### config.mk
export PLATFORM = sky130hd
export DESIGN_NAME = iem_master
export DESIGN_NICKNAME = d
export VERILOG_FILES = /design/src/core/iem_pkg.sv /design/src/core/iem_sync.sv /design/src/core/iem_master.sv
export SDC_FILE = /design/constraint.sdc
export NUM_CORES = 1
export LEC_CHECK = 0
export BUFFER_PORTS_ARGS = -buffer_cell sky130_fd_sc_hd__buf_2
export CORE_MARGIN = 2
export CORE_UTILIZATION = 60
export CTS_CLUSTER_SIZE = 28
export DETAILED_ROUTE_END_ITERATION = 12
export GPL_TIMING_DRIVEN = 0
export PLACE_DENSITY = 0.82
export REMOVE_ABC_BUFFERS = 1
export SETUP_SLACK_MARGIN = 0.5
export SYNTH_ARGS = -nofsm -noshare
export SYNTH_HDL_FRONTEND = slang
export SYNTH_SLANG_ARGS = --single-unit
export TNS_END_PERCENT = 1
### constraint.sdc
create_clock -name clk_sys -period 5.9 [get_ports clk_sys]
set_clock_uncertainty 0.2 [all_clocks]
set_input_delay 1.18 -clock clk_sys [delete_from_list [all_inputs] [get_ports clk_sys]]
set_output_delay 1.18 -clock clk_sys [all_outputs]
set_load 0.02 [all_outputs]
### src/core/iem_pkg.sv
// constants for the shift and timer based i2c bus master
package iem_pkg;
    // register bus
    localparam int ADDR_W = 8;
    localparam int DATA_W = 32;
    localparam logic [ADDR_W-1:0] OFS_CTRL = 8'h00;
    localparam logic [ADDR_W-1:0] OFS_SCL_CMP = 8'h04;
    localparam logic [ADDR_W-1:0] OFS_SHIFT_CMP = 8'h08;
    localparam logic [ADDR_W-1:0] OFS_TX_BUF = 8'h0C;
    localparam logic [ADDR_W-1:0] OFS_RX_BUF = 8'h10;
    localparam logic [ADDR_W-1:0] OFS_STATUS = 8'h14;

    // control field positions
    localparam int CTRL_ENABLE = 0;
    localparam int CTRL_TX_BEGIN = 1;
    localparam int CTRL_TX_END = 2;
    localparam int CTRL_RX_END = 3;

    // status field positions
    localparam int STAT_TX_EMPTY = 0;
    localparam int STAT_RX_FULL = 1;
    localparam int STAT_ACK_ERR = 2;
    localparam int STAT_BUSY = 3;
    localparam int STAT_SHIFT_OUT = 4;
    localparam int STAT_RX_OVERRUN = 5;

    // values after reset
    localparam logic RST_ENABLE = 1'b0;
    localparam logic RST_TX_BEGIN = 1'b0;
    localparam logic RST_TX_END = 1'b1;
    localparam logic RST_RX_END = 1'b0;
    localparam logic [15:0] RST_SCL_CMP = 16'h0000;
    localparam logic [15:0] RST_SHIFT_CMP = 16'h000F;

    // scl timer states, gray along idle-setup-run-stop
    typedef enum logic [1:0] {
        IEM_IDLE = 2'b00,
        IEM_SETUP = 2'b01,
        IEM_RUN = 2'b11,
        IEM_STOP = 2'b10
    } iem_state_t;
endpackage : iem_pkg

### src/core/iem_sync.sv
// two flip-flop synchroniser for the bus pin inputs
`timescale 1ns/1ps
module iem_sync (
    // clock and reset
    input wire logic clk_sys,
    input wire logic rst_n,
    // pin side and synchronised side
    input wire logic [1:0] pin_in,
    output logic [1:0] pin_sync
);
    logic [1:0] stage1;
    logic [1:0] next_stage1;
    logic [1:0] next_pin_sync;

    // pins idle high on an open-drain bus
    always_comb begin
        next_stage1 = pin_in;
        next_pin_sync = stage1;
    end

    always_ff @(posedge clk_sys or negedge rst_n) begin
        if (!rst_n) begin
            stage1 <= 2'h3;
            pin_sync <= 2'h3;
        end else begin
            stage1 <= next_stage1;
            pin_sync <= next_pin_sync;
        end
    end
endmodule : iem_sync

### src/core/iem_master.sv
// i2c bus master built from a transmit and receive shifter and two timers
// Notes on behaviour
// - shift timer: one 16-bit counter, tx-flag-low triggered
// - shift timer steps once per scl pin edge
// - shift timer output starts at one when enabled
// - shift timer follows scl timer enable, never reset
// - shift timer inserts start bit, stop at compare
// - shift compare 0x0F: two edges per bit
// - tx buffer write clears flag, starts scl timer
// - end bit drives ack; rx end bit checks it
// - scl timer gives two extra edges per transfer
// - sda set during scl low before restart/stop
// - start bit before data, end bit at count zero
// - enabling transmit loads end bit at once
// - scl timer is dual 8-bit bit-rate counter
// - no arbitration, handshake or clock stretching
`timescale 1ns/1ps
module iem_master
    import iem_pkg::*;
(
    // clock and reset
    input wire logic clk_sys,
    input wire logic rst_n,
    // register port
    input wire logic [iem_pkg::ADDR_W-1:0] reg_addr,
    input wire logic [iem_pkg::DATA_W-1:0] reg_wdata,
    input wire logic reg_wr,
    input wire logic reg_rd,
    output logic [iem_pkg::DATA_W-1:0] reg_rdata,
    // sda open-drain pin
    input wire logic sda_i,
    output logic sda_o,
    output logic sda_oe,
    // scl open-drain pin
    input wire logic scl_i,
    output logic scl_o,
    output logic scl_oe
);
    import iem_pkg::*;

    // register state
    logic enable;
    logic tx_begin;
    logic tx_end;
    logic rx_end;
    logic [15:0] scl_cmp;
    logic [15:0] shift_cmp;
    logic [7:0] tx_buf;
    logic tx_empty;
    logic [7:0] rx_buf;
    logic rx_full;
    logic ack_err;
    logic rx_overrun;
    // timer and shifter state
    iem_state_t state;
    logic [7:0] div_cnt;
    logic [7:0] edge_cnt;
    logic [15:0] shift_cnt;
    logic shift_out;
    logic ack_phase;
    logic [7:0] tx_sh;
    logic [7:0] rx_sh;
    logic sda_bit;
    logic scl_drive;
    logic scl_d;
    // next values
    logic next_enable;
    logic next_tx_begin;
    logic next_tx_end;
    logic next_rx_end;
    logic [15:0] next_scl_cmp;
    logic [15:0] next_shift_cmp;
    logic [7:0] next_tx_buf;
    logic next_tx_empty;
    logic [7:0] next_rx_buf;
    logic next_rx_full;
    logic next_ack_err;
    logic next_rx_overrun;
    iem_state_t next_state;
    logic [7:0] next_div_cnt;
    logic [7:0] next_edge_cnt;
    logic [15:0] next_shift_cnt;
    logic next_shift_out;
    logic next_ack_phase;
    logic [7:0] next_tx_sh;
    logic [7:0] next_rx_sh;
    logic next_sda_bit;
    logic next_scl_drive;
    logic [DATA_W-1:0] next_rdata;
    // decoded strobes and pin events
    logic [1:0] pins_sync;
    logic sda_s;
    logic scl_s;
    logic scl_rise;
    logic scl_fall;
    logic wr_ctrl;
    logic wr_tx;
    logic rd_rx;
    logic tick;
    logic timer_on;

    iem_sync u_sync (
        .clk_sys(clk_sys),
        .rst_n(rst_n),
        .pin_in({scl_i, sda_i}),
        .pin_sync(pins_sync)
    );

    assign sda_s = pins_sync[0];
    assign scl_s = pins_sync[1];
    // edges come from the synchronised pin, so a slave holding scl low
    // is simply not seen by the scl timer, which keeps toggling
    assign scl_rise = scl_s & ~scl_d;
    assign scl_fall = ~scl_s & scl_d;
    assign wr_ctrl = reg_wr && (reg_addr == OFS_CTRL);
    assign wr_tx = reg_wr && (reg_addr == OFS_TX_BUF);
    assign rd_rx = reg_rd && (reg_addr == OFS_RX_BUF);
    assign tick = (div_cnt == scl_cmp[7:0]);
    assign timer_on = (state == IEM_RUN) || (state == IEM_STOP);

    always_comb begin
        next_enable = enable;
        next_tx_begin = tx_begin;
        next_tx_end = tx_end;
        next_rx_end = rx_end;
        next_scl_cmp = scl_cmp;
        next_shift_cmp = shift_cmp;
        next_tx_buf = tx_buf;
        next_tx_empty = tx_empty;
        next_rx_buf = rx_buf;
        next_rx_full = rx_full;
        next_ack_err = ack_err;
        next_rx_overrun = rx_overrun;
        next_state = state;
        next_div_cnt = div_cnt;
        next_edge_cnt = edge_cnt;
        next_shift_cnt = shift_cnt;
        next_shift_out = shift_out;
        next_ack_phase = ack_phase;
        next_tx_sh = tx_sh;
        next_rx_sh = rx_sh;
        next_sda_bit = sda_bit;
        next_scl_drive = scl_drive;

        // software side
        if (wr_ctrl) begin
            next_enable = reg_wdata[CTRL_ENABLE];
            next_tx_begin = reg_wdata[CTRL_TX_BEGIN];
            next_tx_end = reg_wdata[CTRL_TX_END];
            next_rx_end = reg_wdata[CTRL_RX_END];
            if (reg_wdata[CTRL_ENABLE] && !enable) begin
                next_sda_bit = reg_wdata[CTRL_TX_END];
            end
        end
        if (reg_wr && (reg_addr == OFS_SCL_CMP)) begin
            next_scl_cmp = reg_wdata[15:0];
        end
        if (reg_wr && (reg_addr == OFS_SHIFT_CMP)) begin
            next_shift_cmp = reg_wdata[15:0];
        end
        if (wr_tx) begin
            next_tx_buf = reg_wdata[7:0];
            next_tx_empty = 1'b0;
        end
        if (reg_wr && (reg_addr == OFS_STATUS)) begin
            if (reg_wdata[STAT_ACK_ERR]) begin
                next_ack_err = 1'b0;
            end
            if (reg_wdata[STAT_RX_OVERRUN]) begin
                next_rx_overrun = 1'b0;
            end
        end
        if (rd_rx) begin
            next_rx_full = 1'b0;
        end

        // scl timer, dual 8-bit: low byte divides, high byte counts edges
        next_div_cnt = tick ? 8'h00 : 8'(div_cnt + 8'h01);
        case (state)
            IEM_IDLE: begin
                next_div_cnt = 8'h00;
                // trigger is the tx flag, active low
                if (enable && !tx_empty) begin
                    next_state = IEM_SETUP;
                    next_tx_sh = tx_buf;
                    next_tx_empty = wr_tx ? 1'b0 : 1'b1;
                    next_sda_bit = tx_begin;
                    next_edge_cnt = scl_cmp[15:8];
                    next_shift_cnt = shift_cmp;
                    next_shift_out = 1'b1;
                    next_ack_phase = 1'b0;
                    next_scl_drive = 1'b0;
                end
            end
            IEM_SETUP: begin
                // start bit stands on sda for two scl phases, this one and the first run phase, 2 x (divider plus one) cycles, with scl high
                if (tick) begin
                    next_state = IEM_RUN;
                end
            end
            IEM_RUN: begin
                if (tick) begin
                    if (edge_cnt == 8'h00) begin
                        // compare reached: release scl, then the end bit
                        next_state = IEM_STOP;
                        next_scl_drive = 1'b0;
                    end else begin
                        next_scl_drive = ~scl_drive;
                        next_edge_cnt = 8'(edge_cnt - 8'h01);
                    end
                end
            end
            IEM_STOP: begin
                if (tick) begin
                    // sda changes only now, with scl already high
                    next_sda_bit = tx_end;
                    next_state = IEM_IDLE;
                end
            end
            default: begin
                next_state = IEM_IDLE;
            end
        endcase
        if (!enable) begin
            next_state = IEM_IDLE;
            next_scl_drive = 1'b0;
        end

        // shift timer, counting pin edges while the scl timer runs
        if (timer_on && (scl_rise || scl_fall)) begin
            next_shift_out = ~shift_out;
        end
        if (timer_on && scl_fall) begin
            if (shift_cnt == 16'h0000) begin
                // count spent: this edge carries the ack slot
                next_sda_bit = tx_end;
                next_ack_phase = 1'b1;
                next_shift_cnt = 16'(shift_cmp + 16'h0001);
                if (!tx_empty) begin
                    // double buffer refill; the top bit of an extra byte
                    // lands in scl low ahead of a restart or stop
                    next_tx_sh = tx_buf;
                    next_tx_empty = wr_tx ? 1'b0 : 1'b1;
                end
            end else begin
                next_sda_bit = tx_sh[7];
                next_tx_sh = {tx_sh[6:0], 1'b1};
                next_shift_cnt = 16'(shift_cnt - 16'h0001);
            end
        end
        if (timer_on && scl_rise) begin
            if (ack_phase) begin
                next_ack_phase = 1'b0;
                next_shift_cnt = 16'(shift_cnt - 16'h0001);
                if (sda_s != rx_end) begin
                    next_ack_err = 1'b1;
                end
                // store wins over a read in the same cycle
                next_rx_buf = rx_sh;
                next_rx_full = 1'b1;
                if (rx_full && !rd_rx) begin
                    next_rx_overrun = 1'b1;
                end
            end else begin
                next_rx_sh = {rx_sh[6:0], sda_s};
                if (shift_cnt != 16'h0000) begin
                    next_shift_cnt = 16'(shift_cnt - 16'h0001);
                end
            end
        end

        // read data, valid the cycle after the strobe only
        next_rdata = '0;
        if (reg_rd) begin
            case (reg_addr)
                OFS_CTRL: begin
                    next_rdata[CTRL_ENABLE] = enable;
                    next_rdata[CTRL_TX_BEGIN] = tx_begin;
                    next_rdata[CTRL_TX_END] = tx_end;
                    next_rdata[CTRL_RX_END] = rx_end;
                end
                OFS_SCL_CMP: next_rdata[15:0] = scl_cmp;
                OFS_SHIFT_CMP: next_rdata[15:0] = shift_cmp;
                OFS_RX_BUF: next_rdata[7:0] = rx_buf;
                OFS_STATUS: begin
                    next_rdata[STAT_TX_EMPTY] = tx_empty;
                    next_rdata[STAT_RX_FULL] = rx_full;
                    next_rdata[STAT_ACK_ERR] = ack_err;
                    next_rdata[STAT_BUSY] = (state != IEM_IDLE);
                    next_rdata[STAT_SHIFT_OUT] = shift_out;
                    next_rdata[STAT_RX_OVERRUN] = rx_overrun;
                end
                default: next_rdata = '0;
            endcase
        end
    end

    always_ff @(posedge clk_sys or negedge rst_n) begin
        if (!rst_n) begin
            enable <= RST_ENABLE;
            tx_begin <= RST_TX_BEGIN;
            tx_end <= RST_TX_END;
            rx_end <= RST_RX_END;
            scl_cmp <= RST_SCL_CMP;
            shift_cmp <= RST_SHIFT_CMP;
            tx_buf <= 8'h00;
            tx_empty <= 1'b1;
            rx_buf <= 8'h00;
            rx_full <= 1'b0;
            ack_err <= 1'b0;
            rx_overrun <= 1'b0;
            state <= IEM_IDLE;
            div_cnt <= 8'h00;
            edge_cnt <= 8'h00;
            shift_cnt <= 16'h0000;
            shift_out <= 1'b1;
            ack_phase <= 1'b0;
            tx_sh <= 8'hFF;
            rx_sh <= 8'h00;
            sda_bit <= 1'b1;
            scl_drive <= 1'b0;
            scl_d <= 1'b1;
            reg_rdata <= '0;
            sda_o <= 1'b0;
            sda_oe <= 1'b0;
            scl_o <= 1'b0;
            scl_oe <= 1'b0;
        end else begin
            enable <= next_enable;
            tx_begin <= next_tx_begin;
            tx_end <= next_tx_end;
            rx_end <= next_rx_end;
            scl_cmp <= next_scl_cmp;
            shift_cmp <= next_shift_cmp;
            tx_buf <= next_tx_buf;
            tx_empty <= next_tx_empty;
            rx_buf <= next_rx_buf;
            rx_full <= next_rx_full;
            ack_err <= next_ack_err;
            rx_overrun <= next_rx_overrun;
            state <= next_state;
            div_cnt <= next_div_cnt;
            edge_cnt <= next_edge_cnt;
            shift_cnt <= next_shift_cnt;
            shift_out <= next_shift_out;
            ack_phase <= next_ack_phase;
            tx_sh <= next_tx_sh;
            rx_sh <= next_rx_sh;
            sda_bit <= next_sda_bit;
            scl_drive <= next_scl_drive;
            scl_d <= scl_s;
            reg_rdata <= next_rdata;
            // open drain: the pins only ever pull low
            sda_o <= 1'b0;
            sda_oe <= ~next_sda_bit;
            scl_o <= 1'b0;
            scl_oe <= next_scl_drive;
        end
    end
endmodule : iem_master

==> run summary <==
Setup crit end kind - flop
Largest net degree at the start of global routing - 89
GP Congestion - 0.889
I/O Buffers - 47
WP buf/inv - 1
Final core utilization - 0.695
CP cell instances - buf_2, nor4_4, and4b_1, nand2_1, mux2_2
Critical path type - input pin to flop
Flop2flop setup slack - 2.84 ns
Cells after Synth - 597
Setup violators final - 0
Initial DRC count - 474
RSZ-0062 raised after global routing - false
First-pass GRT wire length - 25,600 µm
Clock Latency Late Sink - 0.42 ns
# hold bufs at CTS - 0
DP HPWL - 10,800 µm
Max Slew Vio Count - 0
Post-route ant nets - 0
R2R cell count - 5
Reg-to-Reg End - shift_cnt[8]
Max incr delay on CP - 0.76 ns
Vias in the first global route - 5,047
Placed Area - 6990 µm²
Area of the multi-input gates - 3160 µm²
Sequential Area - 3330 µm²
WP depth - 5
CP Launch Point - reg_addr[5]
Final hold slack - 0.156 ns
Final net count - 687
Post-synth top flop - dfrtp_1
Ranking of synthesized cells by area - dfrtp_1 (41%), mux2_2 (10%), dfstp_2 (8.2%)
Post-CTS setup repair buffer count - 0
Area share of the largest cell type after synthesis - 0.411
Power Density - 337 nW/µm²
Core area - 10,900 µm²
MaxCap Viol Count - 0
Startpoint class of the critical path - input pin
CTS Buffer Depth - 2
Vias per inst - 6.47
Worst IR Drop VDD - 0.259 mV
Status - finished clean
CP top delay family - simple AND/OR/NAND/NOR gates
Die H - 110 µm
Synth area leader - dfrtp_1
Fmax achieved - 0.288 GHz
Final Hold Vio Count - 0
Worst Path Arrival - 3.57 ns
Fill cells - 784
Final Cell Area - 7600 µm²
CTS tree - built
DR pass1 iterations - 6
Row cnt - 38
Synth unique cells - 75
WP data required - 5.99 ns
Root Driver - clkbuf_16
Crit path time final - 3.48 ns
Setup crit end - shift_cmp[11]
Die area - 12,100 µm²
Routed len/inst - 20.2 µm
HP Class - flop to flop
Number of antenna cells inserted - 0
Gr busiest metal - met2
Syn Std Cell Area - 6760 µm²
H-Tree Depth - 4
Slew HR - 0.189
Ports - 82
Routing usage on met1 - 0.359
Final period util - 0.589
GRT met2 Usage - 0.478
RR Startpoint - state[1]
P_leak - 3.47 nW
GRT Util Overall - 0.281
Starting density of the core - 0.618
Post-CTS resize count - 0
Die W - 110 µm
Worst-path clk slew - 0.06 ns
Seq/Total Area, Yosys - 0.493
DRC viols - 0
YS warnings - 0
Critical Path Fanout Max - 19
WL final - 15,900 µm
CTS buffer count - 17
Post-synth EDFFs - 0
Syn_area_per_cell - 11.3 µm²
Via count - 5,082
Ys async rst share - 1.00
Share of layout cells above drive strength 1 - 0.276
Antenna violations before repair - 0
Setup TNS - 0 ns
Area growth syn-to-layout - 12.5%
Met3 Use GR - 0.0529
CTS Sinks - 132
GRT overflow - 0
Worst Tran Pin Value - 1.21 ns
Number of synthesized register bits - 132
Slowest-stage cell, CP - and4b_1
## cell type report
cell class / count / share of cell area
well taps: 140 / 0.0230
multi-input cells: 420 / 0.416
flip-flops and latches: 132 / 0.438
inverters: 14 / 0.00691
clock inverters: 13 / 0.0227
clock buffers: 19 / 0.0583
repair buffers: 48 / 0.0354
## stage by stage
step / power, mW / instances / worst slack [ns]
finish: 2.56 / 786 / 2.42
global route: 2.65 / 786 / 2.31
global placement: 1.44 / 753 / 1.85
detailed placement: 1.47 / 754 / 2.00
floorplan: 1.34 / 566 / 2.80
CTS: 2.56 / 786 / 2.48
## how the worst min path moves through the flow
stage / from / endpoint / slack [ns] / cells after the start
2_1_floorplan: u_sync.next_pin_sync[0] / u_sync.pin_sync[0] / 0.15 / 0
3_3_place_gp: u_sync.next_pin_sync[1] / u_sync.pin_sync[1] / 0.15 / 0
3_5_place_dp: u_sync.next_pin_sync[1] / u_sync.pin_sync[1] / 0.15 / 0
4_1_cts: u_sync.next_pin_sync[1] / u_sync.pin_sync[1] / 0.16 / 0
5_1_grt: u_sync.next_pin_sync[1] / u_sync.pin_sync[1] / 0.16 / 0
6_report: u_sync.next_pin_sync[1] / u_sync.pin_sync[1] / 0.16 / 0
## sequential cells by signal, indices dropped and copies added, names as in the netlist, 8 cells and up, named ones only
signal,flops
div_cnt,8
scl_cmp,16
shift_cmp,16
reg_rdata,16
rx_buf,8
tx_buf,8
shift_cnt,16
edge_cnt,8
rx_sh,8
## where the power goes
part / switching [mW] / internal, mW / leakage (nW) / total, mW
Sequential: 0.0883 / 0.986 / 1.74 / 1.07
Combinational: 0.234 / 0.157 / 1.45 / 0.391
Clock: 0.412 / 0.682 / 0.281 / 1.09
Total: 0.734 / 1.82 / 3.47 / 2.56
## cells in the final DEF (no fill, tap or decap), types with 3 or more instances in the layout
master / synthesis / final
clkinvlp_4: 0 / 6
mux2i_1: 3 / 3
a21oi_1: 17 / 17
inv_1: 14 / 14
conb_1: 1 / 18
o2bb2ai_1: 8 / 8
a221oi_1: 8 / 8
buf_2: 9 / 46
clkbuf_16: 0 / 17
nor3_1: 17 / 17
nand2_1: 40 / 40
xor2_1: 19 / 19
nand2b_1: 3 / 3
nor3b_1: 3 / 3
nor2b_1: 13 / 13
dfstp_2: 21 / 21
dfrtp_1: 111 / 111
o21ai_0: 6 / 6
and3_1: 9 / 9
mux2_2: 60 / 60
a22o_1: 3 / 3
o31ai_1: 3 / 3
nor2_1: 23 / 23
nand4_1: 5 / 5
ha_1: 8 / 8
or4_1: 3 / 3
or3_1: 8 / 8
xnor2_1: 15 / 15
nor4_1: 15 / 15
inv_6: 0 / 3
a222oi_1: 9 / 9
and4b_1: 3 / 3
o22ai_1: 10 / 10
bufinv_16: 0 / 3
nand3_1: 18 / 18
o41ai_1: 3 / 3
a22oi_1: 22 / 22
## worst register-to-register path, delay by kind of cell, from the launching register on
kind / cells / cell delay (ns)
DFF: 1 / 0.56
and+or+nand+nor: 2 / 1.43
AOI/OAI and AO/OA: 3 / 0.75
## routing by layer
metal | vias up | wire, µm
li1 | 2277 | -
met1 | 2567 | 6790
met2 | 207 | 8020
met3 | 31 | 788
met4 | 0 | 287
met5 | - | 0
## cells in the mapped netlist (16+ instances only)
library cell,count
dfrtp_1,111
mux2_2,60
nand2_1,40
nor2_1,23
a22oi_1,22
dfstp_2,21
buf_4,19
xor2_1,19
nand3_1,18
a21oi_1,17
nor3_1,17
clkbuf_1,16
## cell families after synthesis
| kind of cell | share of synthesized area |
|---|---|
| xor gates and xnor gates | 0.0441 |
| adders and majority gates | 0.0148 |
| DFF | 0.493 |
| buffers and inverters | 0.0489 |
| other | 0.000555 |
| muxes | 0.104 |
| AOI/OAI and AO/OA | 0.145 |
| and+or+nand+nor | 0.149 |
Power figures use the tool's default switching activity.
